File: config.mk
export PLATFORM = sky130hd
export DESIGN_NAME = spc_top
export DESIGN_NICKNAME = d
export VERILOG_FILES = /design/src/rtl/spc_pkg.sv /design/src/rtl/spc_top.sv
export SDC_FILE = /design/constraint.sdc
export NUM_CORES = 1
export LEC_CHECK = 0
export BUFFER_PORTS_ARGS = -buffer_cell sky130_fd_sc_hd__buf_2
export CELL_PAD_IN_SITES_DETAIL_PLACEMENT = 1
export CELL_PAD_IN_SITES_GLOBAL_PLACEMENT = 2
export CORE_MARGIN = 1.5
export CORE_UTILIZATION = 25
export DETAILED_ROUTE_END_ITERATION = 10
export HOLD_SLACK_MARGIN = 0.1
export PLACE_DENSITY = 0.53
export SYNTH_ARGS = -nofsm -noshare
export SYNTH_HDL_FRONTEND = slang
export SYNTH_SLANG_ARGS = --single-unit
File: constraint.sdc
create_clock -name clk -period 4.14 [get_ports clk]
set_input_delay 0.828 -clock clk [delete_from_list [all_inputs] [get_ports clk]]
set_output_delay 0.828 -clock clk [all_outputs]
set_load 0.03 [all_outputs]
File: src/rtl/spc_pkg.sv
package spc_pkg;

  // register offsets on the local port
  localparam logic [2:0] ADDR_BAUD_HI = 3'h0;
  localparam logic [2:0] ADDR_BAUD_LO = 3'h1;
  localparam logic [2:0] ADDR_FORMAT = 3'h2;
  localparam logic [2:0] ADDR_ENABLE = 3'h3;
  localparam logic [2:0] ADDR_STATUS = 3'h4;
  localparam logic [2:0] ADDR_EXTRA = 3'h6;
  localparam logic [2:0] ADDR_DATA = 3'h7;

  // values after reset
  localparam logic [12:0] BAUD_RESET = 13'h0004;
  localparam logic [7:0] FORMAT_RESET = 8'h00;
  localparam logic [7:0] ENABLE_RESET = 8'h00;
  localparam logic [7:0] EXTRA_RESET = 8'h00;

  // field positions in the extra control register
  localparam int EXTRA_RX_BIT8 = 7;
  localparam int EXTRA_TX_BIT8 = 6;
  localparam int EXTRA_TX_DIR = 5;
  localparam int EXTRA_LONG_BREAK = 0;

  // bit timing: sixteen baud ticks per bit, sample in the middle
  localparam logic [3:0] OVERSAMPLE_LAST = 4'hf;
  localparam logic [3:0] OVERSAMPLE_MID = 4'h7;

  // frame and data lengths in bit times
  localparam logic [3:0] FRAME_BITS_8 = 4'ha;
  localparam logic [3:0] FRAME_BITS_9 = 4'hb;
  localparam logic [3:0] LONG_BREAK_EXTRA = 4'h3;
  localparam logic [3:0] DATA_BITS_8 = 4'h8;
  localparam logic [3:0] DATA_BITS_9 = 4'h9;

  // line format control, laid out as its bits 7..0
  typedef struct packed {
    logic loop_select;
    logic stop_in_wait;
    logic receiver_source_select;
    logic char9;
    logic wake_on_mark;
    logic idle_line_type;
    logic parity_enable;
    logic parity_odd_select;
  } spc_format_type;

  // enable and interrupt control, laid out as its bits 7..0
  typedef struct packed {
    logic tx_empty_irq_en;
    logic tx_done_irq_en;
    logic rx_full_irq_en;
    logic quiet_line_irq_en;
    logic transmitter_on;
    logic receiver_on;
    logic receiver_standby;
    logic send_break_ctrl;
  } spc_enable_type;

  typedef enum logic [1:0] {
    RX_IDLE = 2'b00,
    RX_START = 2'b01,
    RX_DATA = 2'b10,
    RX_STOP = 2'b11
  } spc_rx_state_type;

  typedef enum logic {
    TX_IDLE = 1'b0,
    TX_SHIFT = 1'b1
  } spc_tx_state_type;

endpackage

File: src/rtl/spc_top.sv
`timescale 1ns/100ps
// Summary of operation
// loop select routes transmitter into receiver and ignores the input pin
// stop-in-wait set freezes bit timing while the processor waits
// source select counts only in loop mode: 0 internal, 1 single wire
// character length select adds a ninth data bit before stop
// wake method: 0 idle line, 1 address mark
// idle count starts after start bit (type 0) or after stop (type 1)
// parity enable generates and checks parity in the top data bit
// parity type 0 even count of ones, 1 odd
// each flag raises an interrupt request while its enable is set
// transmitter drives the output pin while on or busy; a loaded character is sent even when off
// in single wire mode the direction bit decides pin direction
// turning transmitter off then on queues an idle character
// pin stays driven until pending data, idle or break finish
// input pin is released when receiver off or loop select set
// standby holds receiver until wake condition, then clears itself
// send break queues one break, repeats while set, long option; the code repeats it only while the transmitter is also on
// a second break may be queued before software clears the bit
// enable register is readable and writable at any time
// baud tick divides clock by the divisor, sixteen ticks per bit, zero stops it
// empty flag set at reset and on load, full flag on receive
// transmitter replaces the top data bit with computed parity
module spc_top (
  input wire logic clk,
  input wire logic reset_n,
  input wire logic [2:0] addr,
  input wire logic [7:0] wr_data,
  input wire logic wr_stb,
  input wire logic rd_stb,
  output logic [7:0] rd_data,
  input wire logic wait_mode,
  input wire logic rxd_in,
  output logic rxd_pin_owned,
  input wire logic txd_in,
  output logic txd_out,
  output logic txd_oe,
  output logic irq_req
);

  spc_pkg::spc_format_type fmt_q;
  spc_pkg::spc_enable_type en_q;
  spc_pkg::spc_enable_type en_new;
  logic [12:0] baud_divisor_q;
  logic [4:0] baud_hi_buf_q;
  logic [12:0] baud_cnt_q;
  logic baud_tick;
  logic [7:0] extra_q;
  logic [7:0] rd_data_q;
  logic status_seen_q;
  logic tx_buffer_empty_flag_q;
  logic [8:0] tx_buf_q;
  logic tx_done_flag;
  logic rx_buffer_full_flag_q;
  logic idle_flag_q;
  logic overrun_q;
  logic frame_err_q;
  logic parity_err_q;
  logic [8:0] rx_buf_q;
  logic wr_enable;
  logic wr_data_reg;
  logic rd_data_reg;
  logic rd_status;
  logic data_clear;
  logic [3:0] frame_bits;
  logic baud_active;
  spc_pkg::spc_tx_state_type tx_state_q;

  // pulses and levels decoded from the local port
  assign wr_enable = wr_stb && (addr == spc_pkg::ADDR_ENABLE);
  assign wr_data_reg = wr_stb && (addr == spc_pkg::ADDR_DATA);
  assign rd_data_reg = rd_stb && (addr == spc_pkg::ADDR_DATA);
  assign rd_status = rd_stb && (addr == spc_pkg::ADDR_STATUS);
  assign data_clear = rd_data_reg && status_seen_q;
  assign en_new = spc_pkg::spc_enable_type'(wr_data);
  assign frame_bits = fmt_q.char9 ? spc_pkg::FRAME_BITS_9 : spc_pkg::FRAME_BITS_8;

  // even parity over the low bits, inverted for odd
  function automatic logic parity_of(input logic [8:0] bits, input logic odd);
    parity_of = (^bits) ^ odd;
  endfunction

  // line format and extra control registers
  always_ff @(posedge clk)
  begin
    if (!reset_n)
    begin
      fmt_q <= spc_pkg::spc_format_type'(spc_pkg::FORMAT_RESET);
      extra_q <= spc_pkg::EXTRA_RESET;
    end
    else if (wr_stb && addr == spc_pkg::ADDR_FORMAT)
      fmt_q <= spc_pkg::spc_format_type'(wr_data);
    else if (wr_stb && addr == spc_pkg::ADDR_EXTRA)
      extra_q <= {1'b0, wr_data[6:0]};
  end

  // divisor high half waits in a buffer until the low half is written
  always_ff @(posedge clk)
  begin
    if (!reset_n)
    begin
      baud_hi_buf_q <= spc_pkg::BAUD_RESET[12:8];
      baud_divisor_q <= spc_pkg::BAUD_RESET;
    end
    else if (wr_stb && addr == spc_pkg::ADDR_BAUD_HI)
      baud_hi_buf_q <= wr_data[4:0];
    else if (wr_stb && addr == spc_pkg::ADDR_BAUD_LO)
      baud_divisor_q <= {baud_hi_buf_q, wr_data};
  end

  // baud tick generator, one tick per sixteenth of a bit
  always_ff @(posedge clk)
  begin
    if (!reset_n)
      baud_cnt_q <= 13'h0000;
    else if (baud_divisor_q == 13'h0000)
      baud_cnt_q <= 13'h0000;
    else if (fmt_q.stop_in_wait && wait_mode)
      baud_cnt_q <= baud_cnt_q; // frozen, resumes where it stopped
    else if (baud_tick || !baud_active)
      baud_cnt_q <= 13'h0000; // parked at zero so the first bit starts on time
    else
      baud_cnt_q <= baud_cnt_q + 13'h0001;
  end

  // tick also idles while neither direction is on and the shifter is idle, to save toggling
  assign baud_active = en_q.transmitter_on || en_q.receiver_on
    || (tx_state_q == spc_pkg::TX_SHIFT);
  // at or past the end also covers a divisor lowered mid count
  assign baud_tick = (baud_divisor_q != 13'h0000) && !(fmt_q.stop_in_wait && wait_mode)
    && (baud_cnt_q >= baud_divisor_q - 13'h0001) && baud_active;

  // transmitter
  logic [13:0] tx_sh_q;
  logic [3:0] tx_bits_q;
  logic [3:0] tx_ph_q;
  logic preamble_pend_q;
  logic break_pend_q;
  logic tx_start_break;
  logic tx_start_idle;
  logic tx_start_data;
  logic [8:0] tx_word;
  logic [13:0] tx_frame;
  logic tx_line;

  // job selection: queued idle first, then break, then data
  assign tx_start_idle = (tx_state_q == spc_pkg::TX_IDLE) && preamble_pend_q;
  assign tx_start_break = (tx_state_q == spc_pkg::TX_IDLE) && !preamble_pend_q
    && (break_pend_q || (en_q.send_break_ctrl && en_q.transmitter_on));
  assign tx_start_data = (tx_state_q == spc_pkg::TX_IDLE) && !preamble_pend_q
    && !tx_start_break && !tx_buffer_empty_flag_q;

  // data word with parity forced into its top bit
  always_comb
  begin
    tx_word = tx_buf_q;
    if (!fmt_q.char9)
      tx_word[8] = 1'b0;
    if (fmt_q.parity_enable && fmt_q.char9)
      tx_word[8] = parity_of({1'b0, tx_buf_q[7:0]}, fmt_q.parity_odd_select);
    else if (fmt_q.parity_enable)
      tx_word[7] = parity_of({2'b00, tx_buf_q[6:0]}, fmt_q.parity_odd_select);
  end

  // frame: start, data lsb first, optional ninth bit, stop; ones above
  always_comb
  begin
    tx_frame = {14{1'b1}};
    if (fmt_q.char9)
      tx_frame[10:0] = {1'b1, tx_word, 1'b0};
    else
      tx_frame[9:0] = {1'b1, tx_word[7:0], 1'b0};
  end

  always_ff @(posedge clk)
  begin
    if (!reset_n)
    begin
      tx_state_q <= spc_pkg::TX_IDLE;
      tx_sh_q <= {14{1'b1}};
      tx_bits_q <= 4'h0;
      tx_ph_q <= 4'h0;
    end
    else
    begin
      case (tx_state_q)
        spc_pkg::TX_IDLE:
        begin
          tx_ph_q <= 4'h0;
          if (tx_start_idle)
          begin
            tx_sh_q <= {14{1'b1}};
            tx_bits_q <= frame_bits;
            tx_state_q <= spc_pkg::TX_SHIFT;
          end
          else if (tx_start_break)
          begin
            tx_sh_q <= 14'h0000;
            tx_bits_q <= frame_bits + (extra_q[spc_pkg::EXTRA_LONG_BREAK] ?
              spc_pkg::LONG_BREAK_EXTRA : 4'h0);
            tx_state_q <= spc_pkg::TX_SHIFT;
          end
          else if (tx_start_data)
          begin
            tx_sh_q <= tx_frame;
            tx_bits_q <= frame_bits;
            tx_state_q <= spc_pkg::TX_SHIFT;
          end
        end
        spc_pkg::TX_SHIFT:
        begin
          if (baud_tick)
          begin
            tx_ph_q <= tx_ph_q + 4'h1;
            if (tx_ph_q == spc_pkg::OVERSAMPLE_LAST)
            begin
              tx_sh_q <= {1'b1, tx_sh_q[13:1]};
              tx_bits_q <= tx_bits_q - 4'h1;
              if (tx_bits_q == 4'h1)
                tx_state_q <= spc_pkg::TX_IDLE;
            end
          end
        end
        default:
          tx_state_q <= spc_pkg::TX_IDLE;
      endcase
    end
  end

  // queued idle and queued break requests; a new request wins over consumption
  always_ff @(posedge clk)
  begin
    if (!reset_n)
    begin
      preamble_pend_q <= 1'b0;
      break_pend_q <= 1'b0;
    end
    else
    begin
      if (wr_enable && en_new.transmitter_on && !en_q.transmitter_on)
        preamble_pend_q <= 1'b1;
      else if (tx_start_idle)
        preamble_pend_q <= 1'b0;
      if (wr_enable && en_new.send_break_ctrl && !en_q.send_break_ctrl)
        break_pend_q <= 1'b1;
      else if (tx_start_break)
        break_pend_q <= 1'b0;
    end
  end

  // transmit buffer and its empty flag
  always_ff @(posedge clk)
  begin
    if (!reset_n)
    begin
      tx_buffer_empty_flag_q <= 1'b1;
      tx_buf_q <= 9'h000;
    end
    else if (wr_data_reg)
    begin
      tx_buf_q <= {extra_q[spc_pkg::EXTRA_TX_BIT8], wr_data};
      tx_buffer_empty_flag_q <= 1'b0;
    end
    else if (tx_start_data)
      tx_buffer_empty_flag_q <= 1'b1;
  end

  assign tx_line = (tx_state_q == spc_pkg::TX_SHIFT) ? tx_sh_q[0] : 1'b1;
  assign tx_done_flag = tx_buffer_empty_flag_q && (tx_state_q == spc_pkg::TX_IDLE)
    && !preamble_pend_q && !break_pend_q && !(en_q.send_break_ctrl && en_q.transmitter_on);

  // pin stays driven after switch-off until the shifter and queues drain
  assign txd_out = tx_line;
  assign txd_oe = (en_q.transmitter_on || !tx_done_flag)
    && !(fmt_q.loop_select && fmt_q.receiver_source_select
    && !extra_q[spc_pkg::EXTRA_TX_DIR]);

  // receiver
  spc_pkg::spc_rx_state_type rx_state_q;
  logic rx_line;
  logic [3:0] rx_ph_q;
  logic [3:0] rx_bits_q;
  logic [8:0] rx_sh_q;
  logic [3:0] idle_cnt_q;
  logic idle_armed_q;
  logic rx_sample;
  logic rx_done;
  logic [8:0] rx_word;
  logic rx_msb;
  logic idle_hit;
  logic standby_wake;

  // input selection: own pin, internal loop or the shared single wire
  always_comb
  begin
    if (!fmt_q.loop_select)
      rx_line = rxd_in;
    else if (fmt_q.receiver_source_select)
      rx_line = txd_in;
    else
      rx_line = tx_line;
  end

  assign rxd_pin_owned = en_q.receiver_on && !fmt_q.loop_select;
  assign rx_sample = baud_tick && (rx_ph_q == spc_pkg::OVERSAMPLE_LAST);
  assign rx_done = (rx_state_q == spc_pkg::RX_STOP) && rx_sample;
  assign rx_word = fmt_q.char9 ? rx_sh_q : {1'b0, rx_sh_q[8:1]};
  assign rx_msb = fmt_q.char9 ? rx_word[8] : rx_word[7];
  assign idle_hit = (idle_cnt_q == frame_bits - 4'h1) && rx_sample && rx_line
    && (rx_state_q == spc_pkg::RX_IDLE);

  // address mark or idle line ends standby
  assign standby_wake = en_q.receiver_standby && (fmt_q.wake_on_mark ?
    (rx_done && rx_msb) : idle_hit);

  always_ff @(posedge clk)
  begin
    if (!reset_n || !en_q.receiver_on)
    begin
      rx_state_q <= spc_pkg::RX_IDLE;
      rx_ph_q <= 4'h0;
      rx_bits_q <= 4'h0;
      rx_sh_q <= 9'h000;
    end
    else if (baud_tick)
    begin
      rx_ph_q <= rx_ph_q + 4'h1;
      case (rx_state_q)
        spc_pkg::RX_IDLE:
          if (!rx_line)
          begin
            rx_state_q <= spc_pkg::RX_START;
            rx_ph_q <= 4'h0;
          end
        spc_pkg::RX_START:
          if (rx_ph_q == spc_pkg::OVERSAMPLE_MID)
          begin
            // a glitch shorter than half a bit is not a start
            rx_state_q <= rx_line ? spc_pkg::RX_IDLE : spc_pkg::RX_DATA;
            rx_ph_q <= 4'h0;
            rx_bits_q <= 4'h0;
          end
        spc_pkg::RX_DATA:
          if (rx_sample)
          begin
            rx_sh_q <= {rx_line, rx_sh_q[8:1]};
            rx_bits_q <= rx_bits_q + 4'h1;
            if (rx_bits_q == (fmt_q.char9 ? spc_pkg::DATA_BITS_9 : spc_pkg::DATA_BITS_8)
              - 4'h1)
              rx_state_q <= spc_pkg::RX_STOP;
          end
        spc_pkg::RX_STOP:
          if (rx_sample)
            rx_state_q <= spc_pkg::RX_IDLE;
        default:
          rx_state_q <= spc_pkg::RX_IDLE;
      endcase
    end
  end

  // idle detector counts high bit times; a low bit restarts it
  always_ff @(posedge clk)
  begin
    if (!reset_n || !en_q.receiver_on)
      idle_cnt_q <= 4'h0;
    else if (rx_sample && rx_state_q == spc_pkg::RX_STOP && fmt_q.idle_line_type)
      idle_cnt_q <= 4'h0;
    else if (rx_sample && !rx_line)
      idle_cnt_q <= 4'h0;
    else if (rx_sample && rx_state_q != spc_pkg::RX_START && idle_cnt_q != 4'hf)
      idle_cnt_q <= idle_cnt_q + 4'h1;
  end

  // receive data register and flags; a new event wins over a clear
  always_ff @(posedge clk)
  begin
    if (!reset_n)
    begin
      rx_buffer_full_flag_q <= 1'b0;
      idle_flag_q <= 1'b0;
      idle_armed_q <= 1'b0;
      overrun_q <= 1'b0;
      frame_err_q <= 1'b0;
      parity_err_q <= 1'b0;
      rx_buf_q <= 9'h000;
    end
    else
    begin
      if (data_clear)
      begin
        rx_buffer_full_flag_q <= 1'b0;
        idle_flag_q <= 1'b0;
        overrun_q <= 1'b0;
        frame_err_q <= 1'b0;
        parity_err_q <= 1'b0;
      end
      if (idle_hit && idle_armed_q && !en_q.receiver_standby)
      begin
        idle_flag_q <= 1'b1; // only once per run of idle
        idle_armed_q <= 1'b0;
      end
      // characters in standby are dropped, except a waking address mark
      if (rx_done && (!en_q.receiver_standby || standby_wake))
      begin
        if (rx_buffer_full_flag_q && !data_clear)
          overrun_q <= 1'b1; // old character kept, new one lost
        else
        begin
          rx_buf_q <= rx_word;
          rx_buffer_full_flag_q <= 1'b1;
          idle_armed_q <= 1'b1;
          frame_err_q <= !rx_line;
          parity_err_q <= fmt_q.parity_enable
            && (parity_of(rx_word, 1'b0) != fmt_q.parity_odd_select);
        end
      end
    end
  end

  // enable register: open to writes at any time; standby self-clears
  always_ff @(posedge clk)
  begin
    if (!reset_n)
      en_q <= spc_pkg::spc_enable_type'(spc_pkg::ENABLE_RESET);
    else
    begin
      if (wr_enable)
        en_q <= en_new;
      if (standby_wake && !(wr_enable && en_new.receiver_standby))
        en_q.receiver_standby <= 1'b0;
    end
  end

  // status read arms the flag clearing sequence
  always_ff @(posedge clk)
  begin
    if (!reset_n)
      status_seen_q <= 1'b0;
    else if (rd_status)
      status_seen_q <= 1'b1;
    else if (rd_data_reg)
      status_seen_q <= 1'b0;
  end

  // read data, valid only in the cycle after the strobe
  always_ff @(posedge clk)
  begin
    if (!reset_n || !rd_stb)
      rd_data_q <= 8'h00;
    else
    begin
      case (addr)
        spc_pkg::ADDR_BAUD_HI: rd_data_q <= {3'h0, baud_divisor_q[12:8]};
        spc_pkg::ADDR_BAUD_LO: rd_data_q <= baud_divisor_q[7:0];
        spc_pkg::ADDR_FORMAT: rd_data_q <= fmt_q;
        spc_pkg::ADDR_ENABLE: rd_data_q <= en_q;
        spc_pkg::ADDR_STATUS: rd_data_q <= {tx_buffer_empty_flag_q, tx_done_flag,
          rx_buffer_full_flag_q, idle_flag_q, overrun_q, 1'b0, frame_err_q, parity_err_q};
        spc_pkg::ADDR_EXTRA: rd_data_q <= {rx_buf_q[8], extra_q[6:0]};
        spc_pkg::ADDR_DATA: rd_data_q <= rx_buf_q[7:0];
        default: rd_data_q <= 8'h00;
      endcase
    end
  end

  assign rd_data = rd_data_q;

  // one request line from four flag and enable pairs
  assign irq_req = (en_q.tx_empty_irq_en && tx_buffer_empty_flag_q)
    || (en_q.tx_done_irq_en && tx_done_flag)
    || (en_q.rx_full_irq_en && rx_buffer_full_flag_q)
    || (en_q.quiet_line_irq_en && idle_flag_q);

endmodule

==> run summary <==
Max Slew Vio Count = 0
Fin nets = 900
DR vias = 6,181
Die Wd = 171 µm
First-pass GRT wire length = 38,600 µm
Setup tns final = 0 ns
Initial antenna violation count = 1
Row cnt = 61
Final Hold Fails = 0
Startpoint types = flip-flop
HPWL Detailed = 18,000 µm
WL/cell = 19.7 µm
Fin crit share = 92.5%
Critical path's slowest cell = o211a_1
WHS Path Cells = 2
Max-cap violations = 0
Slew @ Worst Pin = 1.01 ns
Antenna viol nets, final = 0
Crit-path max FO = 21
Setup repair bufs after CTS = 0
Number of cells on the critical path = 11
Hold Crit Class = flip-flop to flip-flop
Cell Pwr Density = 377 nW/µm²
Fraction of layout cells with a size suffix above 1 = 12.7%
CTS tree = built
RSZ-0062 raised after global routing = false
Die area = 29,200 µm²
P&R area growth vs syn = 16.6%
Initial Utilization = 25.4%
Io pins = 30
Skew-Pair Late Insertion Delay = 0.44 ns
Layout fillers = 3,341
Syn Nets = 877
Critical-path cell list = or4_1, or3_1, nor3_1, xnor2_1, ha_1, nand4_1, nor3_2, o311a_1, o211a_1, nor2_1, a211oi_1
Worst VDD drop = 252 µV
Most used DFF post-synth = dfxtp_1
Drt via density = 4.94
Vias in the first global route = 6,489
Max reg flops = 14
Worst r2r path cells = 11
Root Buffer = clkbuf_16
CP Data Arrival Time = 4.18 ns
CP required = 4.49 ns
Cell Area, Synth = 7040 µm²
Critical path type = flip-flop to flip-flop
Largest regs = tx_sh_q (14), baud_cnt_q (13), baud_divisor_q (13)
Ys Warns = 0
Placer Congestion = 0.791
Post-synth top area share = 38.7%
Max stage delay on crit path = 0.58 ns
Synthesized instance count = 835
Hold_sp = tx_buf_q[8]
PostCTS Resize Cnt = 0
Max_slew headroom = 31.9%
CTS buffer count = 17
Core area = 27,800 µm²
CP Buf/Inv Count = 0
Critical R2R Launch = baud_divisor_q[4]
GRT Util Overall = 17.8%
DRC = 0
FFs w/ async S/R, synth = 0%
Largest net degree at the start of global routing = 44
CTS Hold Bufs = 0
Period minus WS final = 3.83 ns
Fmax = 261 MHz
Post-Syn Area per Cell = 8.43 µm²
Clk buf depth = 2
Drt first pass iters = 4
Clk pin slew, worst setup/hold paths = 0.07 ns
Detailed Route WL = 24,600 µm
Worst Setup End Kind = flip-flop
PortBufs = 29
Die height = 171 µm
Outcome = finished clean
Register area share after synthesis = 38.7%
Delay-heaviest family, CP = simple AND/OR/NAND/NOR gates
Pleak = 2.93 nW
Clk sinks = 136
#FFs+latches synth = 136
Largest cells by area after synthesis = dfxtp_1 (39%), a21oi_1 (5.9%), nand2_1 (5.8%), mux2i_1 (5.5%), nor2_1 (5.0%)
Synth area leader = dfxtp_1
Final setup viols = 0
Skew final = 0.0144 ns
Synth cell types = 72
Crit path from = baud_divisor_q[4]
DR iter-0 viols = 265
Hold slack = 0.461 ns
Overflow after GRT = 0
Biggest register = tx_sh_q
Number of synthesized flops with an enable pin = 0
CTS H-Tree Depth = 4
power by group:
| group | internal (mW) | switching [mW] | total, mW | leakage, nW |
|---|---|---|---|---|
| logic | 0.0736 | 0.148 | 0.221 | 1.54 |
| clock network | 0.804 | 0.724 | 1.53 | 0.281 |
| registers | 1.33 | 0.0212 | 1.35 | 1.10 |
| total | 2.20 | 0.893 | 3.10 | 2.93 |
layout make-up:
cell class,count,area [µm²],area share [%]
clock buffer,17,425,5.18
sequential,136,2720,33.2
inverter,19,71.3,0.869
antenna,1,2.50,0.0305
clock inverter,15,148,1.80
timing repair buffer,49,295,3.60
multi-input combinational,635,4070,49.6
tap,378,473,5.76
metrics by stage:
step | cell area [µm²] | cells | utilization, % | total power, mW | worst slack (ns)
6_report | 8210 | 1250 | 29.6 | 3.10 | 0.310
5_1_grt | 8210 | 1249 | 29.5 | 3.23 | 0.0598
4_1_cts | 8190 | 1249 | 29.5 | 3.14 | 0.136
3_5_place_dp | 7620 | 1217 | 27.4 | 1.60 | 0.174
3_3_place_gp | 7620 | 1217 | 27.4 | 1.60 | 0.332
2_1_floorplan | 7040 | 835 | - | 1.51 | 0.490
kinds of logic (layout without fill, tap and decap cells):
kind of cell	Yosys count	count (layout)	share of synthesized area (%)
flops	136	136	38.7
mux	51	51	8.10
fa+ha+maj	24	24	4.26
buf+inv	64	100	3.71
other cells	0	1	0
xor+xnor	44	44	5.67
compound gates	193	193	18.4
simple gates	323	323	21.2
metal layers:
layer  share of wire (%)  track usage (%)  vias to the layer above
met2                  48             30.3                       53
met4                 1.6             5.38                        0
met1                  48             23.0                     3076
met5                   0                0                        -
li1                    -                -                     3026
met3                 2.3             2.71                       26
cells in the final DEF, fill, tap and decap left out, drive strengths merged, types with 4 or more instances in the layout:
cell      n
nand3b    5
mux2i    39
nor2b    13
mux2      8
mux4      4
dfxtp   136
or4       4
o22ai     4
ha       24
inv      31
o21ai    19
a21o      4
o311ai    7
and2      4
and3      6
a21oi    83
xor2     12
nor2     95
nand2   109
or3       6
clkbuf   17
o211ai   13
a31o      4
a31oi     8
a211oi   15
nand3    36
xnor2    31
a22o      4
nand2b    6
buf      49
a22oi     5
nor3     17
nand4     9
cells in the mapped netlist, types with 12 or more instances:
cell and count:
inv_1 19, o211ai_1 13, mux2i_1 39, dfxtp_1 136, o21ai_0 17, nor2_1 94, ha_1 24, nor2b_1 13
a21oi_1 83, a211oi_1 14, nand3_1 36, xnor2_1 31, nor3_1 17, nand2_1 108, clkbuf_1 31, xor2_1 12
worst paths after layout:
kind              slack (ns)           to
setup reg to reg        0.31  rx_buf_q[5]
hold / removal          0.46  tx_buf_q[8]
hold reg to reg         0.46  tx_buf_q[8]
setup / recovery        0.31  rx_buf_q[5]
worst register-to-register path: stages (launching register included):
cell,delay (ns)
dfxtp_1,0.39
or4_1,0.57
or3_1,0.35
nor3_1,0.18
xnor2_1,0.10
ha_1,0.35
nand4_1,0.12
nor3_2,0.33
o311a_1,0.42
o211a_1,0.59
nor2_1,0.11
a211oi_1,0.24
No activity file was read; power rests on OpenSTA's default activity.
